<file path="src/rtl/icf_pkg.sv">
// Package with constants and carrier types for the isolated CAN fail-safe host controller.
// Functional notes
// - Without a standby request the auxiliary channel carries slow data, sent no faster than 40 kbps.
// - After a dominant timeout the controller drives transmit high to re-arm the transmitter.
// - The controller keeps at least 9600 bps so that 11 dominant bits end before the timeout.
// - Stuffing after five equal bits and six-bit error flags must both fit inside the timeout.
package icf_pkg;

  localparam int CLK_HZ = 25_000_000;
  localparam int CLK_PERIOD_NS = 40;
  localparam int AUX_MAX_BPS = 40_000;
  localparam int AUX_BIT_CYC = (CLK_HZ + AUX_MAX_BPS - 1) / AUX_MAX_BPS;
  localparam int CAN_MIN_BPS = 9600;
  localparam int CAN_MAX_BIT_CYC = CLK_HZ / CAN_MIN_BPS;
  localparam int MAX_DOM_BITS = 11;
  localparam int DOM_LIMIT_US = 1200;
  localparam int DOM_LIMIT_CYC = DOM_LIMIT_US * (CLK_HZ / 1_000_000);
  localparam int LOOP_NS = 200;
  localparam int LOOP_CYC = (LOOP_NS + CLK_PERIOD_NS - 1) / CLK_PERIOD_NS;
  localparam int AUX_WIDTH = 8;
  localparam int FIFO_DEPTH = 4;
  localparam int CNT_W = 16;
  localparam logic PIN_RECESSIVE = 1'b1;
  localparam logic PIN_DOMINANT = 1'b0;

  typedef enum logic [1:0] {
    ICF_AUX_IDLE = 2'b01,
    ICF_AUX_SEND = 2'b10
  } icf_aux_state_type;

  typedef struct packed {
    logic low_power_request;
    logic listen_only;
    logic txd;
    logic aux_pin;
  } icf_pins_type;

  typedef struct packed {
    logic dom_timeout_seen;
    logic driver_off_seen;
    logic rearm_active;
    logic dom_run_long;
  } icf_status_type;

endpackage : icf_pkg
</file>
<file path="src/rtl/icf_fifo.sv">
// Small synchronous FIFO with valid and ready on both sides.
`timescale 1ns/1ps
`default_nettype none
module icf_fifo #(
  parameter int WIDTH = 8,
  parameter int DEPTH = 4
) (
  input wire logic core_clk,
  input wire logic rst_n,
  input wire logic [WIDTH-1:0] in_data,
  input wire logic in_valid,
  output logic in_ready,
  output logic [WIDTH-1:0] out_data,
  output logic out_valid,
  input wire logic out_ready
);
  localparam int AW = (DEPTH > 1) ? $clog2(DEPTH) : 1;
  localparam int CW = $clog2(DEPTH + 1);

  typedef struct packed {
    logic [DEPTH-1:0][WIDTH-1:0] mem;
    logic [AW-1:0] wr;
    logic [AW-1:0] rd;
    logic [CW-1:0] count;
  } icf_fifo_state_type;

  icf_fifo_state_type s_q;
  icf_fifo_state_type s_d;
  logic push;
  logic pop;

  assign in_ready = (s_q.count != CW'(DEPTH));
  assign out_valid = (s_q.count != '0);
  assign out_data = s_q.mem[s_q.rd];
  assign push = in_valid && in_ready;
  assign pop = out_valid && out_ready;

  always_comb begin
    s_d = s_q;
    if (push) begin
      s_d.mem[s_q.wr] = in_data;
      s_d.wr = (s_q.wr == AW'(DEPTH - 1)) ? '0 : s_q.wr + 1'b1;
    end
    if (pop) begin
      s_d.rd = (s_q.rd == AW'(DEPTH - 1)) ? '0 : s_q.rd + 1'b1;
    end
    if (push && !pop) begin
      s_d.count = s_q.count + 1'b1;
    end else if (pop && !push) begin
      s_d.count = s_q.count - 1'b1;
    end
  end

  always_ff @(posedge core_clk or negedge rst_n) begin
    if (!rst_n) begin
      s_q <= '0;
    end else begin
      s_q <= s_d;
    end
  end
endmodule : icf_fifo
`default_nettype wire

</file>
<file path="src/rtl/icf_host.sv">
// Host controller that drives the isolated CAN transceiver pins and its auxiliary channel.
`timescale 1ns/1ps
`default_nettype none
module icf_host #(
  parameter int DOM_LIMIT = icf_pkg::DOM_LIMIT_CYC,
  parameter int REARM_CYC = icf_pkg::CAN_MAX_BIT_CYC,
  parameter int AUX_BIT = icf_pkg::AUX_BIT_CYC,
  parameter int AUX_W = icf_pkg::AUX_WIDTH,
  parameter int DEPTH = icf_pkg::FIFO_DEPTH
) (
  input wire logic core_clk,
  input wire logic rst_n,
  input wire logic can_tx_bit,
  output logic can_rx_bit,
  input wire logic standby_req,
  input wire logic listen_req,
  input wire logic status_clr,
  input wire logic [AUX_W-1:0] aux_data,
  input wire logic aux_valid,
  output logic aux_ready,
  input wire logic rxd_pin,
  output icf_pkg::icf_pins_type pins,
  output icf_pkg::icf_status_type status
);
  localparam int BW = $clog2(AUX_W + 3);
  localparam int CW = icf_pkg::CNT_W;

  typedef struct packed {
    logic [1:0] rx_sync;
    icf_pkg::icf_aux_state_type aux_state;
    logic [AUX_W+1:0] aux_shift;
    logic [BW-1:0] aux_bits;
    logic [CW-1:0] aux_cnt;
    logic [CW-1:0] dom_cnt;
    logic [CW-1:0] rearm_cnt;
    logic [CW-1:0] mismatch_cnt;
    icf_pkg::icf_pins_type pins;
    icf_pkg::icf_status_type status;
  } icf_host_state_type;

  icf_host_state_type s_q;
  icf_host_state_type s_d;
  logic [AUX_W-1:0] fifo_data;
  logic fifo_valid;
  logic fifo_take;

  icf_fifo #(
    .WIDTH(AUX_W),
    .DEPTH(DEPTH)
  ) u_fifo (
    .core_clk(core_clk),
    .rst_n(rst_n),
    .in_data(aux_data),
    .in_valid(aux_valid),
    .in_ready(aux_ready),
    .out_data(fifo_data),
    .out_valid(fifo_valid),
    .out_ready(fifo_take)
  );

  // Words leave the FIFO only when idle and no standby request is out.
  assign fifo_take = (s_q.aux_state == icf_pkg::ICF_AUX_IDLE) && !s_q.pins.low_power_request;
  assign can_rx_bit = s_q.rx_sync[1];
  assign pins = s_q.pins;
  assign status = s_q.status;

  always_comb begin
    s_d = s_q;
    s_d.rx_sync = {s_q.rx_sync[0], rxd_pin};
    s_d.pins.low_power_request = standby_req;
    s_d.pins.listen_only = listen_req;

    // Auxiliary serializer: start bit low, data MSB first, stop bit high, one bit per AUX_BIT.
    unique case (s_q.aux_state)
      icf_pkg::ICF_AUX_IDLE: begin
        if (fifo_valid && fifo_take) begin
          s_d.aux_shift = {1'b0, fifo_data, 1'b1};
          s_d.aux_bits = BW'(AUX_W + 2);
          s_d.aux_cnt = '0;
          s_d.aux_state = icf_pkg::ICF_AUX_SEND;
        end
      end
      icf_pkg::ICF_AUX_SEND: begin
        if (!s_q.pins.low_power_request) begin
          if (s_q.aux_cnt == '0) begin
            s_d.pins.aux_pin = s_q.aux_shift[AUX_W+1];
            s_d.aux_shift = {s_q.aux_shift[AUX_W:0], 1'b1};
            s_d.aux_bits = s_q.aux_bits - 1'b1;
          end
          if (s_q.aux_cnt == CW'(AUX_BIT - 1)) begin
            s_d.aux_cnt = '0;
            if (s_q.aux_bits == '0) begin
              s_d.aux_state = icf_pkg::ICF_AUX_IDLE;
            end
          end else begin
            s_d.aux_cnt = s_q.aux_cnt + 1'b1;
          end
        end
      end
    endcase

    // Transmit pin: held recessive in standby and while re-arming after a timeout.
    if (s_q.pins.low_power_request || s_q.status.rearm_active) begin
      s_d.pins.txd = icf_pkg::PIN_RECESSIVE;
    end else begin
      s_d.pins.txd = can_tx_bit;
    end

    if (s_q.pins.txd == icf_pkg::PIN_DOMINANT) begin
      if (s_q.dom_cnt != CW'(DOM_LIMIT)) begin
        s_d.dom_cnt = s_q.dom_cnt + 1'b1;
      end
    end else begin
      s_d.dom_cnt = '0;
    end
    s_d.status.dom_run_long = (s_q.dom_cnt >= CW'(icf_pkg::MAX_DOM_BITS * REARM_CYC));

    if (s_q.status.rearm_active) begin
      if (s_q.rearm_cnt == CW'(REARM_CYC - 1)) begin
        s_d.status.rearm_active = 1'b0;
        s_d.rearm_cnt = '0;
      end else begin
        s_d.rearm_cnt = s_q.rearm_cnt + 1'b1;
      end
    end

    // Driving low while the bus reads recessive means the device driver is off.
    if (!s_q.pins.listen_only && s_q.pins.txd == icf_pkg::PIN_DOMINANT
        && s_q.rx_sync[1] == icf_pkg::PIN_RECESSIVE) begin
      if (s_q.mismatch_cnt != CW'(icf_pkg::LOOP_CYC + 2)) begin
        s_d.mismatch_cnt = s_q.mismatch_cnt + 1'b1;
      end
    end else begin
      s_d.mismatch_cnt = '0;
    end

    if (status_clr) begin
      s_d.status.dom_timeout_seen = 1'b0;
      s_d.status.driver_off_seen = 1'b0;
    end
    if (s_q.mismatch_cnt == CW'(icf_pkg::LOOP_CYC + 2)) begin
      s_d.status.driver_off_seen = 1'b1;
    end
    if (s_q.dom_cnt == CW'(DOM_LIMIT) && !s_q.status.rearm_active) begin
      s_d.status.dom_timeout_seen = 1'b1;
      s_d.status.rearm_active = 1'b1;
      s_d.pins.txd = icf_pkg::PIN_RECESSIVE;
      s_d.rearm_cnt = '0;
    end
  end

  always_ff @(posedge core_clk or negedge rst_n) begin
    if (!rst_n) begin
      s_q <= '0;
      s_q.rx_sync <= 2'h3;
      s_q.aux_state <= icf_pkg::ICF_AUX_IDLE;
      s_q.pins.txd <= 1'b1;
      s_q.pins.aux_pin <= 1'b1;
    end else begin
      s_q <= s_d;
    end
  end
endmodule : icf_host
`default_nettype wire

</file>
<file path="config.mk">
export PLATFORM = sky130hd
export DESIGN_NAME = icf_host
export DESIGN_NICKNAME = d
export VERILOG_FILES = /design/src/rtl/icf_pkg.sv /design/src/rtl/icf_fifo.sv /design/src/rtl/icf_host.sv
export SDC_FILE = /design/constraint.sdc
export NUM_CORES = 1
export LEC_CHECK = 0
export BUFFER_PORTS_ARGS = -buffer_cell sky130_fd_sc_hd__buf_2
export CAP_MARGIN = 40
export CORE_ASPECT_RATIO = 0.8
export CORE_MARGIN = 3
export CORE_UTILIZATION = 65
export CTS_CLUSTER_SIZE = 24
export DETAILED_ROUTE_END_ITERATION = 16
export PLACE_DENSITY_LB_ADDON = 0.25
export SKIP_CTS_REPAIR_TIMING = 1
export SLEW_MARGIN = 10
export SYNTH_ARGS = -nofsm -noshare
export SYNTH_HDL_FRONTEND = slang
export SYNTH_HIERARCHICAL = 1
export SYNTH_SLANG_ARGS = --single-unit
</file>
<file path="constraint.sdc">
create_clock -name core_clk -period 3.4 [get_ports core_clk]
set_input_delay 0.17 -clock core_clk [delete_from_list [all_inputs] [get_ports core_clk]]
set_output_delay 0.17 -clock core_clk [all_outputs]
set_load 0.05 [all_outputs]
</file>
==> flow_summary.json, run 1 <==
{
  "p_clk_frac": 0.382,
  "power.density_nw_per_um2": 671,
  "max_stage_delay_ps": 770,
  "clock.fmax_mhz": 437,
  "layout-area-overhead-vs-synth_pct": 13.3,
  "finClkSkew_ps": 7.14,
  "post_drt_wl_per_cell_um": 17.6,
  "io_pins": 26,
  "syn_avg_cell_area_um2": 10.8,
  "switching_share": 0.281,
  "dp.cells": 746,
  "synthCells": 609,
  "setup_viol": 0,
  "die_width_um": 119,
  "clkTransAtPathRegs_ps": 60,
  "wl_um": 13800,
  "path_cells": "inv_1 > ha_1 > nor4b_4 > nand4_2 > a21oi_1 > o221a_1",
  "layout.cells.non_filler": 783,
  "start_kind": "flop",
  "grt_overflow": 0,
  "internal-power_mw": 3.61,
  "layout_setup_ws_ps": 1110,
  "failed_checks": "negative hold slack",
  "io_buffer_count": 25,
  "rsz0062_at_grt": "no",
  "post-route-period-util": 0.673,
  "crit_type": "reg2reg",
  "worstMarginPinSlew_ps": 871,
  "viasPerCell": 6.26,
  "fp-row-count": 32,
  "period_needed_ps": 2290,
  "antenna_cells": 0,
  "crit_required_ps": 3750,
  "clock_path_buffers": 2,
  "synthFlopType": "dfrtp_1",
  "ir_drop_mv": 0.500,
  "netlist_area_um2": 6600,
  "drv_slew": 0,
  "cts.sinks": 129,
  "dp.final_hpwl_um": 8810,
  "p_leak_nw": 3.10,
  "slowest_stage": "a21oi_1",
  "p_comb_frac": 0.187,
  "synth.yosys.warnings": 6,
  "grt_pass1_wl_um": 23600,
  "vias": 4905,
  "drive_gt1_frac": 0.206,
  "ctsRootBufferMaster": "clkbuf_16",
  "hold_slack_ps": -25.3,
  "final_nets": 665,
  "crit_arrival_ps": 2640,
  "drc_errors": 0,
  "htreeDepth": 4,
  "fin_util": 0.765,
  "track_usage": 0.258,
  "ys_seq_area_frac": 0.490,
  "initialDrtViolationCount": 383,
  "antenna_found_initial": 0,
  "clkLatencyLatePin_ps": 420,
  "grt_pass1_vias": 4880,
  "cap_violations": 0,
  "hold_viol": 2,
  "synth.distinct_cells": 64,
  "status": "complete, but fails checks",
  "cts_tree": "yes",
  "place.gp.congestion": 0.863,
  "critical_path.endpoint_type": "flop",
  "grt_start_max_net_pins": 67,
  "drtPass1Iterations": 6,
  "tns_ps": 0,
  "cts_buffers": 17,
  "ant_nets": 0,
  "seq_power_share": 0.431,
  "die_h_um": 96.1,
  "synthArstFlopShare": 1.00,
  "dp_slack_ps": 1160,
  "syn_nets": 640,
  "core-area_um2": 9770,
  "initial_core_util": 0.675,
  "die_area_um2": 11400,
  "switching_power_mw": 1.41,
  "synth_edf_count": 0,
  "ys_ff_latch": 129,
  "cp_max_fo": 12,
  "relSlewSlack": 0.412,
  "worstHoldPathType": "in2reg"
}
## routing by layer
| layer | up-vias | GRT usage | part of all wire |
|---|---|---|---|
| met1 | 2434 | 0.341 | 0.44 |
| met4 | 0 | 0.0781 | 0.013 |
| met3 | 23 | 0.0570 | 0.046 |
| li1 | 2300 | - | - |
| met5 | - | 0 | 0 |
| met2 | 148 | 0.436 | 0.50 |
## cell families (layout without fill, tap and decap cells)
family,count (synthesis),in the layout,synth area share
flip-flops,129,129,0.490
AO/OA/AOI/OAI,109,109,0.114
XOR/XNOR,22,22,0.0292
buffers and inverters,56,94,0.0389
adder cells (fa/ha/maj),15,15,0.0296
multiplexers,52,52,0.101
AND/OR/NAND/NOR,226,226,0.196
## placed cells by master (no fill, tap or decap), types with 13 or more instances in the layout
cell type,instances
a31oi_1,28
nor4_1,14
dfrtp_1,124
nand3_1,22
nand4_1,20
nand2b_1,18
a21oi_1,22
clkbuf_16,17
o21ai_0,14
inv_1,27
ha_1,14
nor3_1,13
mux2_2,36
buf_2,24
nand2_1,38
nor2_1,41
## through the flow
step / power (mW) / area, µm²
floorplan: 2.85 / 6600
global placement: 3.01 / 6790
detailed placement: 3.10 / 6800
CTS: 5.04 / 7430
global route: 5.24 / 7480
finish: 5.02 / 7480
## cell type report
| cell class | count | area, µm² |
|---|---|---|
| repair buffers | 35 | 231 |
| multi-input cells | 424 | 3110 |
| well taps | 136 | 170 |
| fillers | 661 | 2290 |
| clock buffers | 19 | 453 |
| flip-flops and latches | 129 | 3230 |
| inverters | 27 | 101 |
| clock inverters | 13 | 173 |
## Yosys cell counts, types with 4 or more instances
cell / number / area share
nor2_1: 41 / 0.023
clkbuf_1: 12 / 0.0068
a41oi_1: 5 / 0.0066
nor4bb_1: 5 / 0.0076
and3_1: 9 / 0.0085
nor2_2: 4 / 0.0038
dfrtp_1: 124 / 0.47
a31oi_1: 28 / 0.027
buf_2: 7 / 0.0053
nand3b_1: 6 / 0.0068
ha_1: 14 / 0.027
a31o_2: 5 / 0.0066
o31ai_1: 5 / 0.0057
and4_1: 4 / 0.0053
a21oi_1: 22 / 0.017
xor2_1: 11 / 0.015
inv_1: 27 / 0.015
mux4_2: 8 / 0.027
dfstp_2: 5 / 0.020
o21ai_0: 14 / 0.011
nand4_1: 20 / 0.019
nand2_1: 38 / 0.022
buf_4: 8 / 0.0091
nand3_1: 22 / 0.017
mux2i_1: 5 / 0.0076
xnor2_1: 11 / 0.015
and2_1: 4 / 0.0038
nor4_1: 14 / 0.013
mux2_2: 36 / 0.061
nand2b_1: 18 / 0.017
o221a_1: 7 / 0.012
or3_1: 9 / 0.0085
nor3_1: 13 / 0.0099
## critical path, delay by kind of cell (launching register included)
kind                     cells  cell delay [ps]
AO/OA/AOI/OAI                2             1080
adder cells (fa/ha/maj)      1              160
buffers and inverters        1               90
flip-flops                   1              430
AND/OR/NAND/NOR              2              470
## path summary, 6_finish.rpt
kind,from,end,cells after the start,slack [ps]
setup / recovery,s_q[56]$_DFFE_PN0P_,s_q[81]$_DFFE_PN0P_,6,1110
hold / removal,status_clr,status[2]$_DFFE_PN0P_,2,-30
setup reg to reg,s_q[56]$_DFFE_PN0P_,s_q[81]$_DFFE_PN0P_,6,1110
hold reg to reg,s_d[89]$_DFF_PN1_,can_rx_bit$_DFF_PN1_,0,360
max in group asynchronous,rst_n,u_fifo/s_q[7]$_DFFE_PN0P_,3,2200
min in group asynchronous,rst_n,s_q[10]$_DFFE_PN0P_,2,380
## power by group through the flow
stage	logic [mW]	registers, mW	clock network, mW
after detailed placement	0.935	2.17	0
after CTS	0.945	2.15	1.94
after global routing	1.04	2.20	2.01
after global placement	0.876	2.13	0
final	0.939	2.16	1.92
after floorplan	0.782	2.07	0
## state kept, by name, summed over array words and instances (netlist names)
signal and flops:
s_d 1, pins 4, can_rx_bit 1, u_fifo/s_q 39
s_q 80, status 4
Note: power is estimated with default switching activity, not from simulation.
==> run 2, diff against run 1 <==
--- a/config.mk
+++ b/config.mk
@@ -9,7 +9,7 @@
 export CAP_MARGIN = 40
 export CORE_ASPECT_RATIO = 0.8
 export CORE_MARGIN = 3
-export CORE_UTILIZATION = 65
+export CORE_UTILIZATION = 56
 export CTS_CLUSTER_SIZE = 24
 export DETAILED_ROUTE_END_ITERATION = 16
 export PLACE_DENSITY_LB_ADDON = 0.25
==> constraint.sdc (replaced) <==
create_clock -name core_clk -period 1.8 [get_ports core_clk]
set_input_delay 0.09 -clock core_clk [delete_from_list [all_inputs] [get_ports core_clk]]
set_output_delay 0.09 -clock core_clk [all_outputs]
set_load 0.05 [all_outputs]
==> flow_summary.json, run 2 (synthesis gave the netlist of run 1 again) <==
{
  "core-area_um2": 11200,
  "ctsRootBufferMaster": "clkbuf_16",
  "crit_required_ps": 2150,
  "fill_cells": 684,
  "dp_slack_ps": -122,
  "crit_arrival_ps": 2310,
  "slowest_stage": "dfrtp_1",
  "post-route-period-util": 1.09,
  "place.gp.congestion": 0.872,
  "largest_reg_flops": 80,
  "clock.fmax_mhz": 509,
  "p_leak_nw": 3.65,
  "io_buffer_count": 25,
  "track_usage": 0.244,
  "regMostFlops": "s_q",
  "setup_viol": 18,
  "final_cell_mix": "dfrtp_1 (123), buf_4 (87), nor2_1 (39)",
  "fin_util": 0.766,
  "path_common_cell": "buf_6",
  "grt_start_max_net_pins": 39,
  "cp_top_family": "simple AND/OR/NAND/NOR gates",
  "clkTransAtPathRegs_ps": 60,
  "finClkSkew_ps": 7.82,
  "drc_errors": 0,
  "htreeDepth": 4,
  "rsz0062_at_grt": "yes",
  "initial_core_util": 0.590,
  "dp.final_hpwl_um": 10100,
  "wl_um": 16000,
  "io_pins": 26,
  "clkLatencyLatePin_ps": 420,
  "layout_setup_ws_ps": -163,
  "failed_checks": "negative setup slack",
  "antenna_cells": 0,
  "drtPass1Iterations": 5,
  "cts_buffers": 17,
  "path_cells": "nor4_4 > nand4_2 > buf_6 > buf_6 > nor4b_1 > a211o_1",
  "die_h_um": 103,
  "postPlaceCellArea_um2": 7510,
  "vias": 5380,
  "viasPerCell": 6.02,
  "design_area_um2": 8570,
  "final_common_cell": "dfrtp_1",
  "hold_viol": 0,
  "start_kind": "flop",
  "initialDrtViolationCount": 424,
  "cts.sinks": 129,
  "die_width_um": 127,
  "largest_registers": "s_q: 80 flops, u_fifo/s_q: 39 flops",
  "layout-area-overhead-vs-synth_pct": 29.9,
  "status": "complete, but fails checks",
  "cts_tree": "yes",
  "post_drt_wl_per_cell_um": 17.9,
  "drive_gt1_frac": 0.344,
  "cap_violations": 0,
  "worstHoldPathType": "in2async",
  "tns_ps": -957,
  "crit_buf_inv": 2,
  "max_stage_delay_ps": 410,
  "clock_path_buffers": 2,
  "grt_pass1_wl_um": 25500,
  "period_needed_ps": 1960,
  "critical_path.endpoint_type": "flop",
  "ir_drop_mv": 0.871,
  "antenna_found_initial": 0,
  "hold_slack_ps": 179,
  "ant_nets": 0,
  "grt_overflow": 0,
  "cp_max_fo": 3,
  "grt_pass1_vias": 5284,
  "relSlewSlack": 0.673,
  "die_area_um2": 13100,
  "drv_slew": 0,
  "final_nets": 769,
  "fp-row-count": 34,
  "crit_type": "reg2reg",
  "worstMarginPinSlew_ps": 490,
  "power.density_nw_per_um2": 1160
}
==> run 2: changes by cell type in the layout (fill, tap and decap cells not counted), moves of 3 or more <==
cell / before / now
inv_1: 27 / 24
nor4_2: 1 / 4
nor4_1: 14 / 11
dlygate4sd3_1: 5 / 14
ha_1: 14 / 11
buf_6: 1 / 9
inv_6: 6 / 1
nand2_1: 38 / 35
inv_2: 0 / 3
nor4bb_4: 0 / 3
nor4bb_1: 5 / 2
buf_4: 4 / 87
==> run 2: per-layer routing <==
metal | GRT usage | vias up | routed length, µm
met5 | 0 | - | 0
met1 | 0.319 | 2676 | 7030
met3 | 0.0518 | 20 | 707
met4 | 0.0717 | 0 | 179
li1 | - | 2515 | -
met2 | 0.416 | 169 | 8120
==> run 2: final cells by class <==
| type | instances | area (µm²) | share of cell area |
|---|---|---|---|
| inverters | 27 | 101 | 0.0118 |
| clock buffers | 19 | 453 | 0.0529 |
| repair buffers | 138 | 1080 | 0.126 |
| flip-flops and latches | 129 | 3240 | 0.378 |
| well taps | 144 | 180 | 0.0210 |
| multi-input cells | 425 | 3360 | 0.392 |
| clock inverters | 12 | 158 | 0.0184 |
==> run 2: report_power, final <==
part	total (mW)	internal (mW)	switching [mW]	leakage, nW
Sequential	3.99	3.56	0.433	1.64
Combinational	2.38	1.33	1.05	1.72
Clock	3.55	2.25	1.31	0.291
==> run 2: metrics by stage <==
| stage | cells | total power, mW |
|---|---|---|
| final | 894 | 9.93 |
| after CTS | 867 | 9.74 |
| after global routing | 894 | 10.4 |
| after global placement | 836 | 5.97 |
| after detailed placement | 836 | 6.14 |
| after floorplan | 609 | 5.43 |
==> run 2: path summary, 6_finish.rpt <==
check,to,startpoint,cells past startpoint,slack [ps]
setup / recovery,s_q[74]$_DFFE_PN0P_,s_q[68]$_DFFE_PN0P_,6,-160
hold / removal,s_q[23]$_DFFE_PN0P_,rst_n,2,180
setup reg to reg,s_q[74]$_DFFE_PN0P_,s_q[68]$_DFFE_PN0P_,6,-160
hold reg to reg,can_rx_bit$_DFF_PN1_,s_d[89]$_DFF_PN1_,0,360
max in group asynchronous,s_q[86]$_DFFE_PN1P_,rst_n,3,970
min in group core_clk,u_fifo/s_q[0]$_DFFE_PN0P_,aux_valid,4,250
